--- src/hw/vis_pkg.sv ---
// Shared constants, register map and state types of the interrupt select block
package vis_pkg;

  // ----------------------------------------------------------------
  // Register offsets (byte addresses)
  // ----------------------------------------------------------------
  localparam logic [11:0] OFF_INTERRUPT_CONTROL = 12'h000;
  localparam logic [11:0] OFF_CAUSE  = 12'h004;
  localparam logic [11:0] OFF_STATUS = 12'h008;
  localparam logic [11:0] OFF_CAPAB  = 12'h00c;
  localparam logic [11:0] OFF_EXCEPTION_BASE  = 12'h010;
  localparam logic [11:0] OFF_VECTOR = 12'h014;

  // ----------------------------------------------------------------
  // Field positions
  // ----------------------------------------------------------------
  localparam int TI_LSB    = 29;
  localparam int PCI_LSB   = 26;
  localparam int DEBUGCHAN_PENDING_LSB  = 23;
  localparam int VS_LSB    = 5;
  localparam int PEND_LSB  = 8;
  localparam int IV_BIT    = 23;
  localparam int TIP_BIT   = 30;
  localparam int PCIP_BIT  = 26;
  localparam int FDCIP_BIT = 21;
  localparam int CODE_LSB  = 2;
  localparam int MASK_LSB  = 8;
  localparam int EXL_BIT   = 1;
  localparam int IE_BIT    = 0;
  localparam int VECTORED_CAPABLE_BIT  = 5;
  localparam int EXTERNAL_CTRL_CAPABLE_BIT  = 6;
  localparam int EXCEPTION_BASE_LSB = 12;

  // ----------------------------------------------------------------
  // Reset values and fixed offsets
  // ----------------------------------------------------------------
  localparam logic [4:0]  VS_RST      = 5'h00;
  localparam logic [17:0] EXCEPTION_BASE_RST   = 18'h00000;
  localparam logic [1:0]  EXCEPTION_BASE_TOP   = 2'h2;
  localparam logic [31:0] GEN_OFF     = 32'h00000180;
  localparam logic [31:0] INT_OFF     = 32'h00000200;
  localparam logic [4:0]  EXC_INT     = 5'h00;
  localparam int          SPACE_SHIFT = 5;

  // ----------------------------------------------------------------
  // Modes and state
  // ----------------------------------------------------------------
  typedef enum logic [1:0] {
    MODE_LEGACY = 2'b00,
    MODE_VECT   = 2'b01,
    MODE_EXT    = 2'b10
  } vis_mode_e;

  typedef struct packed {
    logic [4:0]  vs;
    logic        iv;
    logic [1:0]  swi;
    logic [7:0]  mask;
    logic        ie;
    logic        exl;
    logic [17:0] exception_base;
    logic [5:0]  requested_level;
    logic [2:0]  src;
    logic        take;
    logic [31:0] vector;
    logic [4:0]  exc_code;
    vis_mode_e   mode;
    logic [31:0] prdata;
    logic        pready;
    logic        pslverr;
  } vis_state_s;

endpackage : vis_pkg

--- src/hw/vis_top.sv ---
// Interrupt acceptance, mode selection and vector generation with APB registers
`timescale 1ns/1ns
module vis_top #(
  parameter int AW = 12
) (
  input  wire logic          mclk_i,
  input  wire logic          resetn_i,
  input  wire logic          ce_i,
  input  wire logic          psel,
  input  wire logic          penable,
  input  wire logic          pwrite,
  input  wire logic [AW-1:0] paddr,
  input  wire logic [31:0]   pwdata,
  output logic      [31:0]   prdata,
  output logic               pready,
  output logic               pslverr,
  input  wire logic [5:0]    hw_irq_i,
  input  wire logic [2:0]    timer_irq_line_i,
  input  wire logic [2:0]    perfcount_irq_line_i,
  input  wire logic [2:0]    debugchan_irq_line_i,
  input  wire logic          vectored_capable_i,
  input  wire logic          external_ctrl_capable_i,
  input  wire logic          timer_evt_i,
  input  wire logic          perfcount_evt_i,
  input  wire logic          debugchan_evt_i,
  input  wire logic          inhibit_i,
  input  wire logic          exc_other_i,
  input  wire logic          eret_i,
  output logic               take_o,
  output logic      [31:0]   vector_o,
  output logic      [4:0]    exception_code_o,
  output logic      [1:0]    mode_o,
  output logic      [1:0]    sw_irq_o,
  output logic               timer_irq_o,
  output logic               perfcount_irq_o,
  output logic               debugchan_irq_o
);

  // ----------------------------------------------------------------
  // Declarations
  // ----------------------------------------------------------------
  vis_pkg::vis_state_s s;
  vis_pkg::vis_state_s next_s;

  logic [16:0]  sync_q;
  logic [5:0]   hw;
  logic [2:0]   ti_line;
  logic [2:0]   pci_line;
  logic [2:0]   debugchan_pending_line;
  logic         vectored_capable;
  logic         external_ctrl_capable;
  logic [7:0]   pending;
  logic [7:0]   enabled;
  logic [2:0]   hi_idx;
  logic [5:0]   current_priority_level;
  logic         inhibited;
  logic         vi_cond;
  vis_pkg::vis_mode_e mode;
  logic [9:0]   spacing;
  logic [5:0]   vec_num;
  logic [15:0]  vec_off;
  logic [31:0]  base;
  logic [31:0]  entry;
  logic         accept;
  logic         wr_acc;
  logic         setup;
  logic [11:0]  addr;
  logic         mapped;
  logic [7:0]   pend_view;
  logic [31:0]  rd_val;

  generate
    if (AW < 5 || AW > 12) begin : g_bad
      $error("vis_top: address width must be 5 to 12");
    end
  endgenerate

  // ----------------------------------------------------------------
  // Pin synchronisers
  // ----------------------------------------------------------------
  // inputs synchronised
  vis_sync #(
    .W (17)
  ) u_sync (
    .mclk_i   (mclk_i),
    .resetn_i (resetn_i),
    .ce_i     (ce_i),
    .d_i      ({external_ctrl_capable_i, vectored_capable_i, debugchan_irq_line_i,
                perfcount_irq_line_i, timer_irq_line_i, hw_irq_i}),
    .q_o      (sync_q)
  );

  assign hw        = sync_q[5:0];
  assign ti_line   = sync_q[8:6];
  assign pci_line  = sync_q[11:9];
  assign debugchan_pending_line = sync_q[14:12];
  assign vectored_capable      = sync_q[15];
  assign external_ctrl_capable      = sync_q[16];

  // ----------------------------------------------------------------
  // Mode selection
  // ----------------------------------------------------------------
  // vectored entry conditions
  assign vi_cond = vectored_capable & s.iv & (s.vs != 5'h00);

  always_comb begin
    if (!vi_cond) begin
      mode = vis_pkg::MODE_LEGACY;
    end else if (external_ctrl_capable) begin
      mode = vis_pkg::MODE_EXT;
    end else begin
      mode = vis_pkg::MODE_VECT;
    end
  end

  // ----------------------------------------------------------------
  // Acceptance
  // ----------------------------------------------------------------
  // hardware plus software sources
  assign pending   = {hw, s.swi};
  assign enabled   = pending & s.mask;
  assign current_priority_level       = s.mask[7:2];
  assign inhibited = ~s.ie | s.exl | inhibit_i;

  vis_prio #(
    .W  (8),
    .IW (3)
  ) u_prio (
    .req_i (enabled),
    .idx_o (hi_idx)
  );

  always_comb begin
    case (mode)
      vis_pkg::MODE_EXT: begin
        accept = (hw > current_priority_level) & ~inhibited;
      end
      default: begin
        accept = (|enabled) & ~inhibited;
      end
    endcase
  end

  // ----------------------------------------------------------------
  // Vector address
  // ----------------------------------------------------------------
  // supported spacing values
  always_comb begin
    case (s.vs)
      5'h01, 5'h02, 5'h04, 5'h08, 5'h10: begin
        spacing = 10'(s.vs) << vis_pkg::SPACE_SHIFT;
      end
      default: begin
        spacing = 10'h000;
      end
    endcase
  end

  always_comb begin
    case (mode)
      vis_pkg::MODE_EXT: begin
        vec_num = hw;
      end
      vis_pkg::MODE_VECT: begin
        vec_num = {3'h0, hi_idx};
      end
      default: begin
        vec_num = 6'h00;
      end
    endcase
  end

  assign vec_off = 16'(vec_num) * 16'(spacing);
  assign base    = {vis_pkg::EXCEPTION_BASE_TOP, s.exception_base, 12'h000};

  always_comb begin
    if (mode != vis_pkg::MODE_LEGACY) begin
      entry = base + vis_pkg::INT_OFF + {16'h0000, vec_off};
    end else if (s.iv) begin
      entry = base + vis_pkg::INT_OFF;
    end else begin
      entry = base + vis_pkg::GEN_OFF;
    end
  end

  // ----------------------------------------------------------------
  // APB decode and read data
  // ----------------------------------------------------------------
  assign addr   = 12'(paddr);
  assign setup  = psel & ~penable;
  assign wr_acc = psel & penable & s.pready & pwrite;
  assign mapped = (addr == vis_pkg::OFF_INTERRUPT_CONTROL) | (addr == vis_pkg::OFF_CAUSE)
                | (addr == vis_pkg::OFF_STATUS) | (addr == vis_pkg::OFF_CAPAB)
                | (addr == vis_pkg::OFF_EXCEPTION_BASE)  | (addr == vis_pkg::OFF_VECTOR);

  assign pend_view = (mode == vis_pkg::MODE_EXT) ? {s.requested_level, s.swi} : pending;

  always_comb begin
    rd_val = 32'h00000000;
    case (addr)
      vis_pkg::OFF_INTERRUPT_CONTROL: begin
        rd_val[vis_pkg::TI_LSB +: 3]   = ti_line;
        rd_val[vis_pkg::PCI_LSB +: 3]  = pci_line;
        rd_val[vis_pkg::DEBUGCHAN_PENDING_LSB +: 3] = debugchan_pending_line;
        rd_val[vis_pkg::VS_LSB +: 5]   = s.vs;
      end
      vis_pkg::OFF_CAUSE: begin
        rd_val[vis_pkg::TIP_BIT]       = s.src[0];
        rd_val[vis_pkg::PCIP_BIT]      = s.src[1];
        rd_val[vis_pkg::FDCIP_BIT]     = s.src[2];
        rd_val[vis_pkg::IV_BIT]        = s.iv;
        rd_val[vis_pkg::PEND_LSB +: 8] = pend_view;
        rd_val[vis_pkg::CODE_LSB +: 5] = s.exc_code;
      end
      vis_pkg::OFF_STATUS: begin
        rd_val[vis_pkg::MASK_LSB +: 8] = s.mask;
        rd_val[vis_pkg::EXL_BIT]       = s.exl;
        rd_val[vis_pkg::IE_BIT]        = s.ie;
      end
      vis_pkg::OFF_CAPAB: begin
        rd_val[vis_pkg::VECTORED_CAPABLE_BIT]      = vectored_capable;
        rd_val[vis_pkg::EXTERNAL_CTRL_CAPABLE_BIT]      = external_ctrl_capable;
        rd_val[1:0]                    = mode;
      end
      vis_pkg::OFF_EXCEPTION_BASE: begin
        rd_val = base;
      end
      vis_pkg::OFF_VECTOR: begin
        rd_val = s.vector;
      end
      default: begin
        rd_val = 32'h00000000;
      end
    endcase
  end

  // ----------------------------------------------------------------
  // Next state
  // ----------------------------------------------------------------
  always_comb begin
    next_s = s;
    if (ce_i) begin
      next_s.pready  = setup;
      next_s.prdata  = setup ? rd_val : s.prdata;
      next_s.pslverr = setup & ~mapped;
      next_s.mode    = mode;
      next_s.src     = {debugchan_evt_i, perfcount_evt_i, timer_evt_i};
      next_s.take    = 1'b0;

      if (wr_acc) begin
        case (addr)
          vis_pkg::OFF_INTERRUPT_CONTROL: begin
            next_s.vs = pwdata[vis_pkg::VS_LSB +: 5];
          end
          vis_pkg::OFF_CAUSE: begin
            next_s.swi = pwdata[vis_pkg::PEND_LSB +: 2];
            next_s.iv  = pwdata[vis_pkg::IV_BIT];
          end
          vis_pkg::OFF_STATUS: begin
            next_s.mask = pwdata[vis_pkg::MASK_LSB +: 8];
            next_s.exl  = pwdata[vis_pkg::EXL_BIT];
            next_s.ie   = pwdata[vis_pkg::IE_BIT];
          end
          vis_pkg::OFF_EXCEPTION_BASE: begin
            next_s.exception_base = pwdata[vis_pkg::EXCEPTION_BASE_LSB +: 18];
          end
          default: begin
            next_s.vs = s.vs;
          end
        endcase
      end

      if (eret_i) begin
        next_s.exl = 1'b0;
      end

      if ((accept || exc_other_i) && mode == vis_pkg::MODE_EXT) begin
        next_s.requested_level = hw;
      end

      if (accept) begin
        next_s.take     = 1'b1;
        next_s.vector   = entry;
        next_s.exc_code = vis_pkg::EXC_INT;
        next_s.exl      = 1'b1;
      end else if (exc_other_i) begin
        next_s.exl      = 1'b1;
      end
    end
  end

  // ----------------------------------------------------------------
  // State register
  // ----------------------------------------------------------------
  always_ff @(posedge mclk_i or negedge resetn_i) begin
    if (!resetn_i) begin
      s          <= '0;
      s.vs       <= vis_pkg::VS_RST;
      s.exception_base    <= vis_pkg::EXCEPTION_BASE_RST;
      s.exc_code <= vis_pkg::EXC_INT;
      s.mode     <= vis_pkg::MODE_LEGACY;
    end else begin
      s <= next_s;
    end
  end

  // ----------------------------------------------------------------
  // Outputs
  // ----------------------------------------------------------------
  assign prdata           = s.prdata;
  assign pready           = s.pready;
  assign pslverr          = s.pslverr;
  assign take_o           = s.take;
  assign vector_o         = s.vector;
  assign exception_code_o = s.exc_code;
  assign mode_o           = s.mode;
  assign sw_irq_o         = s.swi;
  assign timer_irq_o      = s.src[0];
  assign perfcount_irq_o  = s.src[1];
  assign debugchan_irq_o  = s.src[2];

endmodule : vis_top

--- src/hw/vis_sync.sv ---
// Two-flop synchroniser for a group of pin-level inputs
`timescale 1ns/1ns
module vis_sync #(
  parameter int W = 17
) (
  input  wire logic         mclk_i,
  input  wire logic         resetn_i,
  input  wire logic         ce_i,
  input  wire logic [W-1:0] d_i,
  output logic      [W-1:0] q_o
);

  typedef struct packed {
    logic [W-1:0] s1;
    logic [W-1:0] s2;
  } vis_sync_s;

  vis_sync_s s;
  vis_sync_s next_s;

  generate
    if (W < 1) begin : g_bad
      $error("vis_sync: width must be at least 1");
    end
  endgenerate

  always_comb begin
    next_s = s;
    if (ce_i) begin
      next_s.s1 = d_i;
      next_s.s2 = s.s1;
    end
  end

  always_ff @(posedge mclk_i or negedge resetn_i) begin
    if (!resetn_i) begin
      s <= '0;
    end else begin
      s <= next_s;
    end
  end

  assign q_o = s.s2;

endmodule : vis_sync

--- src/hw/vis_prio.sv ---
// Highest-numbered active request encoder
`timescale 1ns/1ns
module vis_prio #(
  parameter int W  = 8,
  parameter int IW = 3
) (
  input  wire logic [W-1:0]  req_i,
  output logic      [IW-1:0] idx_o
);

  logic [W-1:0] top;

  generate
    if ((1 << IW) < W) begin : g_bad
      $error("vis_prio: index too narrow for request width");
    end
    for (genvar i = 0; i < W; i++) begin : g_bit
      if (i == W - 1) begin : g_last
        assign top[i] = req_i[i];
      end else begin : g_rest
        assign top[i] = req_i[i] & ~(|req_i[W-1:i+1]);
      end
    end
  endgenerate

  always_comb begin
    idx_o = '0;
    for (int i = 0; i < W; i++) begin
      if (top[i]) begin
        idx_o = IW'(i);
      end
    end
  end

endmodule : vis_prio

--- config.mk ---
export PLATFORM = sky130hd
export DESIGN_NAME = vis_top
export DESIGN_NICKNAME = d
export VERILOG_FILES = /design/src/hw/vis_pkg.sv /design/src/hw/vis_top.sv /design/src/hw/vis_sync.sv /design/src/hw/vis_prio.sv
export SDC_FILE = /design/constraint.sdc
export NUM_CORES = 1
export LEC_CHECK = 0
export BUFFER_PORTS_ARGS = -buffer_cell sky130_fd_sc_hd__buf_2
export CAP_MARGIN = 20
export CORE_MARGIN = 2
export CORE_UTILIZATION = 62
export DETAILED_ROUTE_END_ITERATION = 16
export PLACE_DENSITY = 0.95
export SLEW_MARGIN = 20
export SYNTH_ARGS = -nofsm -noshare
export SYNTH_HDL_FRONTEND = slang
export SYNTH_HIERARCHICAL = 1
export SYNTH_SLANG_ARGS = --single-unit
--- constraint.sdc ---
create_clock -name mclk_i -period 9.75 [get_ports mclk_i]
set_clock_uncertainty 0.2 [all_clocks]
set_input_delay 1.4625 -clock mclk_i [delete_from_list [all_inputs] [get_ports mclk_i]]
set_output_delay 1.4625 -clock mclk_i [all_outputs]
set_load 0.02 [all_outputs]
==> impl_results.html <==
<table>
<tr><th>Metric</th><th>Value</th></tr>
<tr><th colspan="2">Layout</th></tr>
<tr><td>Antenna cells</td><td>0</td></tr>
<tr><td>Final design utilization</td><td>0.684</td></tr>
<tr><td>Share of layout cells above drive strength 1</td><td>0.341</td></tr>
<tr><td>Net count reported at finish</td><td>983</td></tr>
<tr><td>Synth-to-layout area growth</td><td>8.01%</td></tr>
<tr><td>Most common cell after layout, fill and taps aside</td><td>dfrtp_1</td></tr>
<tr><td>Post-route cell area</td><td>0.00950 mm^2</td></tr>
<tr><td>Highest-count cells in the layout ignoring fill and taps</td><td>dfrtp_1, buf_2, nand2_1</td></tr>
<tr><th colspan="2">Floorplanning</th></tr>
<tr><td>Die Y</td><td>123 um</td></tr>
<tr><td>Number of rows in the core area</td><td>43</td></tr>
<tr><td>I/O Pins</td><td>152</td></tr>
<tr><td>Horiz. Die Dim</td><td>123 um</td></tr>
<tr><td>Effective utilization at floorplan</td><td>0.633</td></tr>
<tr><td>Die Footprint</td><td>0.0151 mm^2</td></tr>
<tr><td>CORE AREA</td><td>0.0139 mm^2</td></tr>
<tr><th colspan="2">Worst setup path</th></tr>
<tr><td>Worst Reg2Reg Path Length in Cells</td><td>16</td></tr>
<tr><td>Startpoint kind of the worst setup timing path</td><td>flop</td></tr>
<tr><td>Required time worst endpoint</td><td>9.86 ns</td></tr>
<tr><td>Crit Path Max Fanout</td><td>16</td></tr>
<tr><td>Data arrival time of the critical path</td><td>6.51 ns</td></tr>
<tr><td>Nature of the critical path endpoint</td><td>flop</td></tr>
<tr><td>CP Class</td><td>reg -&gt; reg</td></tr>
<tr><th colspan="2">Clocking</th></tr>
<tr><td>Buffer levels on the longest clock path</td><td>2</td></tr>
<tr><td>Resized Gates After CTS</td><td>0</td></tr>
<tr><td>Clock tree from TritonCTS</td><td>built</td></tr>
<tr><td>H-tree levels</td><td>4</td></tr>
<tr><td>Buffer count from post-CTS setup fixing</td><td>0</td></tr>
<tr><td>Clock latency of the later-clocked register in the worst-skew pair</td><td>0.43 ns</td></tr>
<tr><td>Number of sinks handled by clock tree synthesis</td><td>140</td></tr>
<tr><td>Number of clock buffers inserted by TritonCTS</td><td>17</td></tr>
<tr><td># hold bufs at CTS</td><td>0</td></tr>
<tr><td>Register clock-pin slew on the reported worst setup and hold paths</td><td>0.06 ns</td></tr>
<tr><td>Clock tree root driver cell</td><td>clkbuf_16</td></tr>
<tr><th colspan="2">Placement</th></tr>
<tr><td>DP HPWL</td><td>15.3 mm</td></tr>
<tr><td>Last weighted congestion value of the routability-driven placer</td><td>0.933</td></tr>
<tr><td>Post-placement setup slack</td><td>3.54 ns</td></tr>
<tr><td>Placed standard-cell area</td><td>0.00889 mm^2</td></tr>
<tr><td>Number of input and output port buffers inserted</td><td>133</td></tr>
<tr><th colspan="2">Drt</th></tr>
<tr><td>Detailed-route DRC error count</td><td>0</td></tr>
<tr><td>Vias per Instance</td><td>6.10</td></tr>
<tr><td>Average detailed-routed wire length per instance</td><td>20.8 um</td></tr>
<tr><td>Detailed Route Iter0 Violations</td><td>570</td></tr>
<tr><td>Total detailed-routing wirelength</td><td>21.8 mm</td></tr>
<tr><td>Drt pass-1 iters</td><td>6</td></tr>
<tr><td>Via count</td><td>6,395</td></tr>
<tr><td>DRT antenna net count</td><td>0</td></tr>
<tr><th colspan="2">Timing</th></tr>
<tr><td>Slew at the pin with the worst max-slew slack</td><td>0.975 ns</td></tr>
<tr><td>Number of endpoints with negative hold slack in the final report</td><td>0</td></tr>
<tr><td>Number of endpoints failing setup at the final stage</td><td>0</td></tr>
<tr><td>Final worst slack</td><td>3.36 ns</td></tr>
<tr><td>Fin Setup TNS</td><td>0 ns</td></tr>
<tr><td>Min Tclk post-route</td><td>6.39 ns</td></tr>
<tr><td>Final slew viol count</td><td>0</td></tr>
<tr><td>Worst slew margin</td><td>0.350</td></tr>
<tr><td>Peak Freq</td><td>0.156 GHz</td></tr>
<tr><td>WHS</td><td>0.288 ns</td></tr>
<tr><td>RSZ-0062 raised after global routing</td><td>false</td></tr>
<tr><td>Final worst-path cycle share</td><td>0.656</td></tr>
<tr><th colspan="2">Hold path</th></tr>
<tr><td>Hold path cells</td><td>2</td></tr>
<tr><td>Min-delay worst type</td><td>reg -&gt; reg</td></tr>
<tr><th colspan="2">Synth</th></tr>
<tr><td>Gate count after technology mapping</td><td>806</td></tr>
<tr><td>Synthesized area</td><td>0.00879 mm^2</td></tr>
<tr><td>Yosys warning count</td><td>6</td></tr>
<tr><td>Mean area per synthesized cell</td><td>10.9 um^2</td></tr>
<tr><th colspan="2">Global route</th></tr>
<tr><td>Global-route wire length before repair</td><td>34.9 mm</td></tr>
<tr><td>Total Routing Usage GR</td><td>0.309</td></tr>
<tr><td>Via count of the first global-routing pass</td><td>6,470</td></tr>
<tr><td>Overall overflow remaining after global route</td><td>0</td></tr>
<tr><td>Initial antenna violation count</td><td>1</td></tr>
<tr><td>Pin count of the biggest net entering global routing</td><td>87</td></tr>
<tr><th colspan="2">Status</th></tr>
<tr><td>Run status</td><td>finished clean</td></tr>
<tr><th colspan="2">Pwr</th></tr>
<tr><td>Peak ir drop on the vdd network</td><td>133 uV</td></tr>
<tr><td>Leakage dissipation</td><td>0.00482 uW</td></tr>
<tr><td>Pwr per Cell Area</td><td>149 mW/mm^2</td></tr>
<tr><th colspan="2">Run</th></tr>
<tr><td>Max capacitance violation total</td><td>0</td></tr>
</table>
-- registers in the layout (all words and copies together) (netlist names), 2 cells and up --
name	cells
prdata	29
s	16
mode_o	2
current_priority_level	6
sw_irq_o	2
vector_o	27
base	18
u_sync/s	17
u_sync/q_o	17
-- worst max-delay path: stages, from the launching register on --
cell	delay, ns
dfrtp_1	0.50
nor2_1	0.15
a21oi_2	0.79
nand2_1	0.34
or2_2	0.40
fa_1	0.54
fa_1	0.55
inv_1	0.05
fa_1	0.48
ha_1	0.35
fa_1	0.49
a211o_1	0.31
o211ai_1	0.14
a31oi_1	0.32
nor3b_1	0.25
xor2_1	0.14
mux2_2	0.26
-- worst paths after layout --
check	start	endpoint	slack [ns]
hold reg to reg	prdata[16]	prdata[16]	0.29
min in group asynchronous	resetn_i	base[17]	0.79
max in group asynchronous	resetn_i	sw_irq_o[1]	7.43
setup reg to reg	s[115]	vector_o[21]	3.36
hold / removal	prdata[16]	prdata[16]	0.29
setup / recovery	s[115]	vector_o[21]	3.36
-- power by group --
group	total (uW)	internal (uW)	switching, uW
sequential	629	604	24.6
clock	657	388	269
combinational	125	58.6	66.9
-- through the flow --
step                      instances  total power [uW]
after floorplan                 818               733
after global placement         1017               755
after detailed placement       1017               760
after CTS                      1049              1410
after global routing           1049              1450
final                          1049              1410
-- final cells by class --
cell class	count	area, um^2
clock buffer	18	439
clock inverter	14	161
fill	971	4390
inverter	41	154
multi-input combinational	517	4290
sequential	140	3500
tap	180	225
timing repair buffer	139	721
-- routing by layer --
layer / global-route usage / wire length, um / part of all wire
met1: 0.382 / 8340 / 0.38
met2: 0.501 / 10300 / 0.47
met3: 0.0784 / 1900 / 0.087
met4: 0.163 / 1220 / 0.056
met5: 0 / 25 / 0.0011
No activity file was read; power rests on OpenSTA's default activity.
